<file path="src/verilog/sbb_pkg.sv">
// Package with operation codes, flag layout and constants of the shift, bit and branch unit
// Summary of operation
// RULE1 - Arithmetic shift left/right on byte, word or longword register, result written back.
// RULE2 - Logical shift left/right fills vacated bit with zero, result written back.
// RULE3 - Plain rotate: bit leaving one end re-enters the other end.
// RULE4 - Rotate through carry: carry is an extra bit in the rotation loop.
// RULE5 - Bit set forces the selected byte bit to one, others unchanged.
// RULE6 - Bit clear forces the selected byte bit to zero, others unchanged.
// RULE7 - Bit invert complements the selected bit and writes the byte back.
// RULE8 - Bit number comes from 3-bit immediate or low three register bits.
// RULE9 - Bit test leaves operand alone; zero flag gets the inverted bit.
// RULE10 - Carry AND: carry becomes carry AND selected bit or its inverse.
// RULE11 - Carry OR: carry becomes carry OR selected bit or its inverse.
// RULE12 - Carry XOR: carry becomes carry XOR selected bit or its inverse.
// RULE13 - Inverted carry operations take the bit number from the immediate only.
// RULE14 - Bit load copies the selected bit into carry, operand unchanged.
// RULE15 - Inverted bit load puts the inverted selected bit into carry.
// RULE16 - Bit store writes carry into the selected bit, other bits intact.
// RULE17 - Inverted bit store writes inverted carry into the selected bit.
// RULE18 - Conditional branch loads target only when condition true, else next address.
// RULE19 - Sixteen conditions over carry, zero, overflow and negative flags.
// RULE20 - Subroutine branches, relative or absolute, transfer control to the target.
// RULE21 - Shifts and rotates put last bit out in carry, set negative and zero.
// RULE22 - Subroutine branches save the following address on the stack first.
package sbb_pkg;

  localparam int SBB_DATA_W  = 32;
  localparam int SBB_ADDR_W  = 24;
  localparam int SBB_OP_W    = 5;
  localparam int SBB_BITNO_W = 3;

  localparam logic [1:0] SBB_SIZE_BYTE = 2'h0;
  localparam logic [1:0] SBB_SIZE_WORD = 2'h1;
  localparam logic [1:0] SBB_SIZE_LONG = 2'h2;

  // Stack grows down by one longword per saved return address
  localparam logic [SBB_ADDR_W-1:0] SBB_STACK_STEP = 24'h000004;

  typedef enum logic [SBB_OP_W-1:0] {
    SBB_NOP                     = 5'h00,
    SBB_ARITH_SHIFT_LEFT        = 5'h01,
    SBB_ARITH_SHIFT_RIGHT       = 5'h02,
    SBB_LOGIC_SHIFT_LEFT        = 5'h03,
    SBB_LOGIC_SHIFT_RIGHT       = 5'h04,
    SBB_ROTATE_LEFT             = 5'h05,
    SBB_ROTATE_RIGHT            = 5'h06,
    SBB_ROTATE_CARRY_LEFT       = 5'h07,
    SBB_ROTATE_CARRY_RIGHT      = 5'h08,
    SBB_BIT_SET_OP              = 5'h09,
    SBB_BIT_CLEAR_OP            = 5'h0a,
    SBB_BIT_INVERT_OP           = 5'h0b,
    SBB_BIT_TEST_OP             = 5'h0c,
    SBB_CARRY_AND_BIT           = 5'h0d,
    SBB_CARRY_AND_INV_BIT       = 5'h0e,
    SBB_CARRY_OR_BIT            = 5'h0f,
    SBB_CARRY_OR_INV_BIT        = 5'h10,
    SBB_CARRY_XOR_BIT           = 5'h11,
    SBB_CARRY_XOR_INV_BIT       = 5'h12,
    SBB_BIT_LOAD_CARRY          = 5'h13,
    SBB_INV_BIT_LOAD_CARRY      = 5'h14,
    SBB_CARRY_STORE_BIT         = 5'h15,
    SBB_INV_CARRY_STORE_BIT     = 5'h16,
    SBB_COND_BRANCH             = 5'h17,
    SBB_RELATIVE_SUBROUTINE_BRANCH = 5'h18,
    SBB_ABSOLUTE_SUBROUTINE_JUMP   = 5'h19
  } sbb_op_t;

  typedef enum logic [3:0] {
    SBB_CC_ALWAYS = 4'h0, SBB_CC_NEVER = 4'h1, SBB_CC_HI = 4'h2, SBB_CC_LS = 4'h3,
    SBB_CC_CC     = 4'h4, SBB_CC_CS    = 4'h5, SBB_CC_NE = 4'h6, SBB_CC_EQ = 4'h7,
    SBB_CC_VC     = 4'h8, SBB_CC_VS    = 4'h9, SBB_CC_PL = 4'ha, SBB_CC_MI = 4'hb,
    SBB_CC_GE     = 4'hc, SBB_CC_LT    = 4'hd, SBB_CC_GT = 4'he, SBB_CC_LE = 4'hf
  } sbb_cond_t;

  // Condition flags carried as one group
  typedef struct packed {
    logic neg;
    logic zero;
    logic ovf;
    logic carry;
  } sbb_flags_t;

  typedef struct packed {
    sbb_op_t                 op;
    logic [1:0]              size;
    sbb_cond_t               cond;
    logic                    bitno_from_reg;
    logic [SBB_BITNO_W-1:0]  bitno_imm;
    logic [SBB_DATA_W-1:0]   operand;
    logic [SBB_DATA_W-1:0]   bitno_reg;
    logic [SBB_ADDR_W-1:0]   next_pc;
    logic [SBB_ADDR_W-1:0]   target;
  } sbb_req_t;

  localparam logic [SBB_ADDR_W-1:0] SBB_SP_RESET = 24'h000000;
  localparam logic [SBB_ADDR_W-1:0] SBB_PC_RESET = 24'h000000;

endpackage : sbb_pkg

</file>
<file path="src/verilog/sbb_cond_eval.sv">
// Branch condition evaluation from the condition flags
`timescale 1ns/1ps
module sbb_cond_eval
  import sbb_pkg::*;
(
  input  wire sbb_cond_t  cond_in,
  input  wire sbb_flags_t flags_in,
  output logic            taken_out
);

  logic nv;

  always_comb begin
    nv = flags_in.neg ^ flags_in.ovf;
    unique case (cond_in) // RULE19
      SBB_CC_ALWAYS: taken_out = 1'b1;
      SBB_CC_NEVER:  taken_out = 1'b0;
      SBB_CC_HI:     taken_out = ~(flags_in.carry | flags_in.zero);
      SBB_CC_LS:     taken_out = flags_in.carry | flags_in.zero;
      SBB_CC_CC:     taken_out = ~flags_in.carry;
      SBB_CC_CS:     taken_out = flags_in.carry;
      SBB_CC_NE:     taken_out = ~flags_in.zero;
      SBB_CC_EQ:     taken_out = flags_in.zero;
      SBB_CC_VC:     taken_out = ~flags_in.ovf;
      SBB_CC_VS:     taken_out = flags_in.ovf;
      SBB_CC_PL:     taken_out = ~flags_in.neg;
      SBB_CC_MI:     taken_out = flags_in.neg;
      SBB_CC_GE:     taken_out = ~nv;
      SBB_CC_LT:     taken_out = nv;
      SBB_CC_GT:     taken_out = ~(flags_in.zero | nv);
      SBB_CC_LE:     taken_out = flags_in.zero | nv;
    endcase
  end

endmodule : sbb_cond_eval

</file>
<file path="src/verilog/sbb_shifter.sv">
// Combinational shift and rotate datapath for byte, word and longword operands
`timescale 1ns/1ps
module sbb_shifter
  import sbb_pkg::*;
(
  input  wire sbb_op_t               op_in,
  input  wire logic [1:0]            size_in,
  input  wire logic [SBB_DATA_W-1:0] value_in,
  input  wire logic                  carry_in,
  output logic [SBB_DATA_W-1:0]      result_out,
  output logic                       carry_out,
  output logic                       neg_out,
  output logic                       zero_out
);

  logic [5:0]            msb;
  logic [SBB_DATA_W-1:0] mask;
  logic [SBB_DATA_W-1:0] v;
  logic [SBB_DATA_W-1:0] r;
  logic                  top;
  logic                  low;

  always_comb begin
    unique case (size_in)
      SBB_SIZE_BYTE: begin msb = 6'd7;  mask = 32'h000000ff; end
      SBB_SIZE_WORD: begin msb = 6'd15; mask = 32'h0000ffff; end
      default:       begin msb = 6'd31; mask = 32'hffffffff; end
    endcase
    v   = value_in & mask;
    top = v[msb[4:0]];
    low = v[0];
    r   = v;
    carry_out = carry_in;
    unique case (op_in)
      SBB_ARITH_SHIFT_LEFT, SBB_LOGIC_SHIFT_LEFT: begin // RULE1 RULE2
        r = v << 1;
        carry_out = top; // RULE21
      end
      SBB_ARITH_SHIFT_RIGHT: begin // RULE1
        r = (v >> 1) | ({31'h0, top} << msb);
        carry_out = low; // RULE21
      end
      SBB_LOGIC_SHIFT_RIGHT: begin // RULE2
        r = v >> 1;
        carry_out = low;
      end
      SBB_ROTATE_LEFT: begin // RULE3
        r = (v << 1) | {31'h0, top};
        carry_out = top;
      end
      SBB_ROTATE_RIGHT: begin // RULE3
        r = (v >> 1) | ({31'h0, low} << msb);
        carry_out = low;
      end
      SBB_ROTATE_CARRY_LEFT: begin // RULE4
        r = (v << 1) | {31'h0, carry_in};
        carry_out = top;
      end
      SBB_ROTATE_CARRY_RIGHT: begin // RULE4
        r = (v >> 1) | ({31'h0, carry_in} << msb);
        carry_out = low;
      end
      default: r = v;
    endcase
    // Upper bits outside the operand size are kept from the source register
    result_out = (r & mask) | (value_in & ~mask); // RULE1
    neg_out    = r[msb[4:0]]; // RULE21
    zero_out   = ((r & mask) == 32'h0);
  end

endmodule : sbb_shifter

</file>
<file path="src/verilog/sbb_unit.sv">
// Top of the shift, bit manipulation and branch execution unit
`timescale 1ns/1ps
module sbb_unit
  import sbb_pkg::*;
(
  input  wire logic                  clk_in,
  input  wire logic                  rst_n_in,
  input  wire logic                  req_valid_in,
  input  wire sbb_req_t              req_in,
  input  wire logic                  flags_load_in,
  input  wire sbb_flags_t            flags_in,
  input  wire logic [SBB_ADDR_W-1:0] sp_in,
  output logic                       done_out,
  output logic [SBB_DATA_W-1:0]      result_out,
  output logic                       wr_en_out,
  output sbb_flags_t                 flags_out,
  output logic [SBB_ADDR_W-1:0]      pc_out,
  output logic                       pc_load_out,
  output logic                       push_out,
  output logic [SBB_ADDR_W-1:0]      push_addr_out,
  output logic [SBB_ADDR_W-1:0]      push_data_out,
  output logic [SBB_ADDR_W-1:0]      sp_out,
  output logic                       illegal_out
);

  logic                  done_reg, done_next;
  logic [SBB_DATA_W-1:0] result_reg, result_next;
  logic                  wr_en_reg, wr_en_next;
  sbb_flags_t            flags_reg, flags_next;
  logic [SBB_ADDR_W-1:0] pc_reg, pc_next;
  logic                  pc_load_reg, pc_load_next;
  logic                  push_reg, push_next;
  logic [SBB_ADDR_W-1:0] push_addr_reg, push_addr_next;
  logic [SBB_ADDR_W-1:0] push_data_reg, push_data_next;
  logic [SBB_ADDR_W-1:0] sp_reg, sp_next;
  logic                  illegal_reg, illegal_next;

  logic [SBB_DATA_W-1:0] sh_result;
  logic                  sh_carry;
  logic                  sh_neg;
  logic                  sh_zero;
  logic                  cond_true;
  sbb_flags_t            cur_flags;

  logic [SBB_BITNO_W-1:0] bitno;
  logic [7:0]             byte_op;
  logic [7:0]             sel_mask;
  logic                   sel_bit;
  logic                   inv_form;
  logic                   is_shift;

  // Flags written by the rest of the core take effect before this unit reads them
  assign cur_flags = flags_load_in ? flags_in : flags_reg;

  sbb_shifter u_shifter (
    .op_in      (req_in.op),
    .size_in    (req_in.size),
    .value_in   (req_in.operand),
    .carry_in   (cur_flags.carry),
    .result_out (sh_result),
    .carry_out  (sh_carry),
    .neg_out    (sh_neg),
    .zero_out   (sh_zero)
  );

  sbb_cond_eval u_cond (
    .cond_in   (req_in.cond),
    .flags_in  (cur_flags),
    .taken_out (cond_true)
  );

  always_comb begin
    inv_form = (req_in.op == SBB_CARRY_AND_INV_BIT) || (req_in.op == SBB_CARRY_OR_INV_BIT) ||
               (req_in.op == SBB_CARRY_XOR_INV_BIT) || (req_in.op == SBB_INV_BIT_LOAD_CARRY) ||
               (req_in.op == SBB_INV_CARRY_STORE_BIT);
    is_shift = (req_in.op >= SBB_ARITH_SHIFT_LEFT) && (req_in.op <= SBB_ROTATE_CARRY_RIGHT);
    // Inverted forms never take the register bit number; such requests are refused
    bitno    = (req_in.bitno_from_reg && !inv_form) ? req_in.bitno_reg[2:0]
                                                    : req_in.bitno_imm; // RULE8 RULE13
    byte_op  = req_in.operand[7:0];
    sel_mask = 8'h01 << bitno;
    sel_bit  = byte_op[bitno];
  end

  always_comb begin
    done_next      = 1'b0;
    wr_en_next     = 1'b0;
    pc_load_next   = 1'b0;
    push_next      = 1'b0;
    illegal_next   = 1'b0;
    result_next    = result_reg;
    flags_next     = cur_flags;
    pc_next        = pc_reg;
    push_addr_next = push_addr_reg;
    push_data_next = push_data_reg;
    sp_next        = sp_reg;
    if (req_valid_in) begin
      done_next   = 1'b1;
      result_next = req_in.operand;
      if (req_in.bitno_from_reg && inv_form) begin
        illegal_next = 1'b1; // RULE13
      end else if (is_shift) begin
        result_next      = sh_result; // RULE1 RULE2 RULE3 RULE4
        wr_en_next       = 1'b1;
        flags_next.carry = sh_carry; // RULE21
        flags_next.neg   = sh_neg;
        flags_next.zero  = sh_zero;
        flags_next.ovf   = 1'b0;
      end else begin
        unique case (req_in.op)
          SBB_BIT_SET_OP: begin
            result_next = {req_in.operand[31:8], byte_op | sel_mask}; // RULE5
            wr_en_next  = 1'b1;
          end
          SBB_BIT_CLEAR_OP: begin
            result_next = {req_in.operand[31:8], byte_op & ~sel_mask}; // RULE6
            wr_en_next  = 1'b1;
          end
          SBB_BIT_INVERT_OP: begin
            result_next = {req_in.operand[31:8], byte_op ^ sel_mask}; // RULE7
            wr_en_next  = 1'b1;
          end
          SBB_BIT_TEST_OP:       flags_next.zero  = ~sel_bit; // RULE9
          SBB_CARRY_AND_BIT:     flags_next.carry = cur_flags.carry & sel_bit; // RULE10
          SBB_CARRY_AND_INV_BIT: flags_next.carry = cur_flags.carry & ~sel_bit; // RULE10
          SBB_CARRY_OR_BIT:      flags_next.carry = cur_flags.carry | sel_bit; // RULE11
          SBB_CARRY_OR_INV_BIT:  flags_next.carry = cur_flags.carry | ~sel_bit; // RULE11
          SBB_CARRY_XOR_BIT:     flags_next.carry = cur_flags.carry ^ sel_bit; // RULE12
          SBB_CARRY_XOR_INV_BIT: flags_next.carry = cur_flags.carry ^ ~sel_bit; // RULE12
          SBB_BIT_LOAD_CARRY:    flags_next.carry = sel_bit; // RULE14
          SBB_INV_BIT_LOAD_CARRY: flags_next.carry = ~sel_bit; // RULE15
          SBB_CARRY_STORE_BIT: begin
            result_next = {req_in.operand[31:8],
                           cur_flags.carry ? (byte_op | sel_mask)
                                           : (byte_op & ~sel_mask)}; // RULE16
            wr_en_next  = 1'b1;
          end
          SBB_INV_CARRY_STORE_BIT: begin
            result_next = {req_in.operand[31:8],
                           cur_flags.carry ? (byte_op & ~sel_mask)
                                           : (byte_op | sel_mask)}; // RULE17
            wr_en_next  = 1'b1;
          end
          SBB_COND_BRANCH: begin
            pc_next      = cond_true ? req_in.target : req_in.next_pc; // RULE18
            pc_load_next = 1'b1;
          end
          SBB_RELATIVE_SUBROUTINE_BRANCH, SBB_ABSOLUTE_SUBROUTINE_JUMP: begin
            // Return address goes to the pre-decremented stack slot
            sp_next        = sp_in - SBB_STACK_STEP; // RULE22
            push_addr_next = sp_in - SBB_STACK_STEP;
            push_data_next = req_in.next_pc;
            push_next      = 1'b1;
            pc_next        = req_in.target; // RULE20
            pc_load_next   = 1'b1;
          end
          SBB_NOP: done_next = 1'b1;
          default: illegal_next = 1'b1;
        endcase
      end
    end
  end

  always_ff @(posedge clk_in) begin
    if (!rst_n_in) begin
      done_reg      <= 1'b0;
      result_reg    <= 32'h0;
      wr_en_reg     <= 1'b0;
      flags_reg     <= 4'h0;
      pc_reg        <= SBB_PC_RESET;
      pc_load_reg   <= 1'b0;
      push_reg      <= 1'b0;
      push_addr_reg <= SBB_SP_RESET;
      push_data_reg <= SBB_PC_RESET;
      sp_reg        <= SBB_SP_RESET;
      illegal_reg   <= 1'b0;
    end else begin
      done_reg      <= done_next;
      result_reg    <= result_next;
      wr_en_reg     <= wr_en_next;
      flags_reg     <= flags_next;
      pc_reg        <= pc_next;
      pc_load_reg   <= pc_load_next;
      push_reg      <= push_next;
      push_addr_reg <= push_addr_next;
      push_data_reg <= push_data_next;
      sp_reg        <= sp_next;
      illegal_reg   <= illegal_next;
    end
  end

  assign done_out      = done_reg;
  assign result_out    = result_reg;
  assign wr_en_out     = wr_en_reg;
  assign flags_out     = flags_reg;
  assign pc_out        = pc_reg;
  assign pc_load_out   = pc_load_reg;
  assign push_out      = push_reg;
  assign push_addr_out = push_addr_reg;
  assign push_data_out = push_data_reg;
  assign sp_out        = sp_reg;
  assign illegal_out   = illegal_reg;

  AST_BIT_SET_RESULT: assert property (@(posedge clk_in) disable iff (!rst_n_in) // RULE5
    req_valid_in && req_in.op == SBB_BIT_SET_OP && !flags_load_in
    |=> wr_en_out && result_out[7:0] == ($past(req_in.operand[7:0]) | $past(sel_mask)))
    else $error("bit set result wrong");

  AST_BIT_CLEAR_RESULT: assert property (@(posedge clk_in) disable iff (!rst_n_in) // RULE6
    req_valid_in && req_in.op == SBB_BIT_CLEAR_OP
    |=> result_out[7:0] == ($past(req_in.operand[7:0]) & ~$past(sel_mask)))
    else $error("bit clear result wrong");

  AST_BIT_INVERT_RESULT: assert property (@(posedge clk_in) disable iff (!rst_n_in) // RULE7
    req_valid_in && req_in.op == SBB_BIT_INVERT_OP
    |=> result_out[7:0] == ($past(req_in.operand[7:0]) ^ $past(sel_mask)))
    else $error("bit invert result wrong");

  AST_BIT_TEST_ZERO: assert property (@(posedge clk_in) disable iff (!rst_n_in) // RULE9
    req_valid_in && req_in.op == SBB_BIT_TEST_OP
    |=> flags_out.zero == !$past(sel_bit) && !wr_en_out)
    else $error("bit test zero flag wrong");

  AST_LOAD_CARRY: assert property (@(posedge clk_in) disable iff (!rst_n_in) // RULE14
    req_valid_in && req_in.op == SBB_BIT_LOAD_CARRY |=> flags_out.carry == $past(sel_bit))
    else $error("bit load carry wrong");

  AST_INV_LOAD_CARRY: assert property (@(posedge clk_in) disable iff (!rst_n_in) // RULE15
    req_valid_in && req_in.op == SBB_INV_BIT_LOAD_CARRY && !req_in.bitno_from_reg
    |=> flags_out.carry == !$past(sel_bit))
    else $error("inverted bit load carry wrong");

  AST_INV_REG_REFUSED: assert property (@(posedge clk_in) disable iff (!rst_n_in) // RULE13
    req_valid_in && inv_form && req_in.bitno_from_reg |=> illegal_out && !wr_en_out)
    else $error("inverted form with register bit number accepted");

  AST_BRANCH_PC: assert property (@(posedge clk_in) disable iff (!rst_n_in) // RULE18
    req_valid_in && req_in.op == SBB_COND_BRANCH
    |=> pc_load_out && pc_out == ($past(cond_true) ? $past(req_in.target)
                                                   : $past(req_in.next_pc)))
    else $error("branch target selection wrong");

  AST_SUB_PUSH: assert property (@(posedge clk_in) disable iff (!rst_n_in) // RULE22
    req_valid_in && req_in.op == SBB_ABSOLUTE_SUBROUTINE_JUMP
    |=> push_out && push_data_out == $past(req_in.next_pc) && pc_out == $past(req_in.target))
    else $error("subroutine jump did not save return address");

  AST_SHIFT_ZERO: assert property (@(posedge clk_in) disable iff (!rst_n_in) // RULE21
    req_valid_in && is_shift && !(req_in.bitno_from_reg && inv_form)
    |=> wr_en_out && flags_out.carry == $past(sh_carry) && flags_out.zero == $past(sh_zero))
    else $error("shift flags wrong");

  AST_CARRY_AND: assert property (@(posedge clk_in) disable iff (!rst_n_in) // RULE10
    req_valid_in && req_in.op == SBB_CARRY_AND_BIT
    |=> flags_out.carry == ($past(cur_flags.carry) & $past(sel_bit)))
    else $error("carry and bit wrong");

  AST_CARRY_XOR_INV: assert property (@(posedge clk_in) disable iff (!rst_n_in) // RULE12
    req_valid_in && req_in.op == SBB_CARRY_XOR_INV_BIT && !req_in.bitno_from_reg
    |=> flags_out.carry == ($past(cur_flags.carry) ^ !$past(sel_bit)))
    else $error("carry xor inverted bit wrong");

  AST_CARRY_STORE: assert property (@(posedge clk_in) disable iff (!rst_n_in) // RULE16
    req_valid_in && req_in.op == SBB_CARRY_STORE_BIT |=> wr_en_out &&
    (result_out[7:0] & $past(sel_mask)) == ($past(cur_flags.carry) ? $past(sel_mask) : 8'h00))
    else $error("carry store bit wrong");

  AST_REL_SUB_PC: assert property (@(posedge clk_in) disable iff (!rst_n_in) // RULE20
    req_valid_in && req_in.op == SBB_RELATIVE_SUBROUTINE_BRANCH
    |=> pc_load_out && push_out && pc_out == $past(req_in.target))
    else $error("relative subroutine branch target wrong");

endmodule : sbb_unit
</file>
<file path="config.mk">
export PLATFORM = sky130hd
export DESIGN_NAME = sbb_unit
export DESIGN_NICKNAME = d
export VERILOG_FILES = /design/src/verilog/sbb_pkg.sv /design/src/verilog/sbb_cond_eval.sv /design/src/verilog/sbb_shifter.sv /design/src/verilog/sbb_unit.sv
export SDC_FILE = /design/constraint.sdc
export NUM_CORES = 1
export LEC_CHECK = 0
export ABC_AREA = 0
export BUFFER_PORTS_ARGS = -buffer_cell sky130_fd_sc_hd__buf_2
export CAP_MARGIN = 10
export CORE_MARGIN = 1
export CORE_UTILIZATION = 50
export CTS_CLUSTER_DIAMETER = 80
export DETAILED_ROUTE_END_ITERATION = 10
export PLACE_DENSITY_LB_ADDON = 0.15
export RECOVER_POWER = 100
export SYNTH_ARGS = -nofsm -noshare
export SYNTH_HDL_FRONTEND = slang
export SYNTH_SLANG_ARGS = --single-unit
</file>
<file path="constraint.sdc">
create_clock -name clk_in -period 4.7 [get_ports clk_in]
set_clock_uncertainty 0.1 [all_clocks]
set_input_delay 0.705 -clock clk_in [delete_from_list [all_inputs] [get_ports clk_in]]
set_output_delay 0.705 -clock clk_in [all_outputs]
set_load 0.02 [all_outputs]
</file>
==> results.yml <==
min_path:
  hp-class: "reg2reg"
timing:
  worst_pin_slew_ns: 1.81
  rsz0062_at_grt: "no"
  setup_viol: 0
  final-hold-violation-count: 0
  maxSlewViolCount: 64
  slew_headroom: -0.240
  max_freq_ghz: 0.262
  period_needed_ns: 3.81
  finalSetupTns_ns: 0
  hold_ws_ns: 0.353
  min_period_over_period: 0.812
synth:
  synth.distinct_cells: 66
  synth_area_um2: 7000
  synthArstFlopShare: 0
  synth-seq-area-share: 0.323
  yosys-top-cells-count: "nand2_1 (115), dfxtp_1 (113), o21ai_0 (85)"
  synth_nets: 1058
  ys_top_cells_by_area: "dfxtp_1 (32%), nand2_1 (6.2%), mux2i_1 (6.1%)"
  synth-edff-count: 0
  synth-main-ff-cell: "dfxtp_1"
  synth_cells: 882
  synth_top_cell_area_share: 0.323
  synth_seq_cells: 113
  synthMostInstantiatedCell: "nand2_1"
  yosys_warnings: 0
  synth_largest_area_cell: "dfxtp_1"
  avgSynthCellArea_um2: 7.94
critical_path:
  end_kind: "flip-flop"
  cp_max_fo: 14
  cpPeakStageDelay_ns: 1.34
  critPathSlowestCell: "mux2i_1"
  path_common_cell: "mux2i_1"
  crit_path_start_kind: "input port"
  cp_cell_sequence: "buf_2, mux2i_1, o21ai_0, a211oi_1, a21oi_1, mux2i_1, buf_4, mux2i_1, a21oi_1"
  path_class: "in2reg"
  cp.arrival_ns: 4.00
  cp.required_ns: 4.88
final_layout:
  post-route-util: 0.640
  areaGrowthSynthToFinish_pct: 23.0
  drive_gt1_frac: 0.170
  layout.nets: 1261
  finalNonFillerCells: 1274
  fillCellCount: 1310
routing:
  dr.pass1.iters: 6
  ant_nets: 0
  detailroute.via_count: 7391
  wl_mm: 21.5
  viasPerCell: 5.80
  drcViolationCount: 0
  drt_iter0_markers: 544
  wl_per_cell_um: 16.9
floorplanning:
  io_pins: 296
  initial_core_util: 0.520
  die_h_um: 120
  dieWidth_um: 120
  coreArea_um2: 13500
  die_area_um2: 14500
  rows: 42
job:
  maxCapViolations: 2
cts:
  cts_hold_buf: 0
  clk_path_buf_depth: 2
  cts_setup_buffers: 0
  cts.clk_slew.worst_paths_ns: 0.06
  worstSkewPairLatency_ns: 0.41
  clockRootBuffer: "clkbuf_16"
  cts_tree: "done"
  cts_max_level: 4
  cts-buffers-inserted: 17
  clock_sinks: 113
  cts-resized-gates: 0
grt:
  grt_pass1_wl_mm: 33.9
  track_usage: 0.295
  grt_max_degree: 70
  grt_pass1_vias: 6509
  overflow: 0
  antenna_found_initial: 4
status:
  violations: "capacitance limit, slew limit"
  status: "finished, violations left"
placed_design:
  gp_congestion: 0.898
  dp_hpwl_mm: 15.5
  dp.cells: 1242
  io_buffer_count: 266
power:
  power_leakage_nw: 3.65
  p_per_area_nw_per_um2: 342
  ir_drop_uv: 223
metal layers:
metal  vias to the layer above  GRT usage  routed length [um]
met1                      3405      0.380                9340
met2                       330      0.485               10100
met5                         -          0                  39
met4                         6      0.106                 427
met3                        35     0.0642                1630
li1                       3615          -                   -
power by group:
group	switching (W)	internal, W	total [W]
Combinational	0.000323	0.000191	0.000513
Clock	0.000445	0.000966	0.00141
Sequential	0.0000206	0.000998	0.00102
Total	0.000789	0.00215	0.00294
cell type report:
| class | count | area [um^2] | share of cell area |
|---|---|---|---|
| timing repair buffer | 278 | 1240 | 0.144 |
| multi-input combinational | 650 | 4140 | 0.481 |
| tap | 176 | 220 | 0.0256 |
| clock inverter | 9 | 180 | 0.0209 |
| antenna | 1 | 2.50 | 0.000291 |
| inverter | 25 | 93.8 | 0.0109 |
| sequential | 113 | 2260 | 0.263 |
| clock buffer | 22 | 464 | 0.0539 |
worst max-delay path, delay by kind of cell:
family          cells  cell delay, ns
mux                 3            2.14
compound gates      4            0.58
buf+inv             2            0.56
cell usage in the layout, fill, tap and decap left out, drive strengths merged, types with 9 or more instances in the layout:
cell,n
buf,138
o211a,20
nand3,12
mux2i,44
xnor2,11
o21ai,85
ha,17
nor4,12
nand2,115
nor2,44
clkbuf,162
nor2b,9
dfxtp,113
inv,25
a21oi,83
a21boi,10
a22oi,18
a31oi,9
a222oi,11
a211oi,20
nor3,14
final timing paths:
path         depth (start not counted)                     startpoint  slack [ns]                             to
max                                  9                  flags_load_in        0.89        pc_out[11]$_SDFFE_PN0P_
min                                  2  push_data_out[3]$_SDFFE_PN0P_        0.35  push_data_out[3]$_SDFFE_PN0P_
max reg2reg                          8        flags_out[0]$_SDFF_PN0_        1.14        pc_out[11]$_SDFFE_PN0P_
min reg2reg                          2  push_data_out[3]$_SDFFE_PN0P_        0.35  push_data_out[3]$_SDFFE_PN0P_
metrics by stage:
stage | total power, W | setup WS (ns) | area, um^2
after floorplan | 0.00138 | 1.56 | 7000
after global placement | 0.00155 | 1.08 | 8170
after detailed placement | 0.00156 | 1.08 | 8170
after CTS | 0.00297 | 1.50 | 8820
after global routing | 0.00307 | 0.666 | 8610
final | 0.00294 | 0.885 | 8610
sequential cells by signal, summed over array words and instances (netlist names):
register / count
done_out: 1
flags_out: 4
illegal_out: 1
pc_load_out: 1
pc_out: 24
push_data_out: 24
push_out: 1
result_out: 32
sp_out: 24
wr_en_out: 1
cells by family after synthesis:
logic type | after synthesis | synth area share
compound gates | 308 | 0.288
mux | 48 | 0.0711
xor+xnor | 18 | 0.0225
simple gates | 259 | 0.183
fa+ha+maj | 17 | 0.0304
buf+inv | 119 | 0.0813
flops | 113 | 0.323
Note: power is estimated with default switching activity, not from simulation.
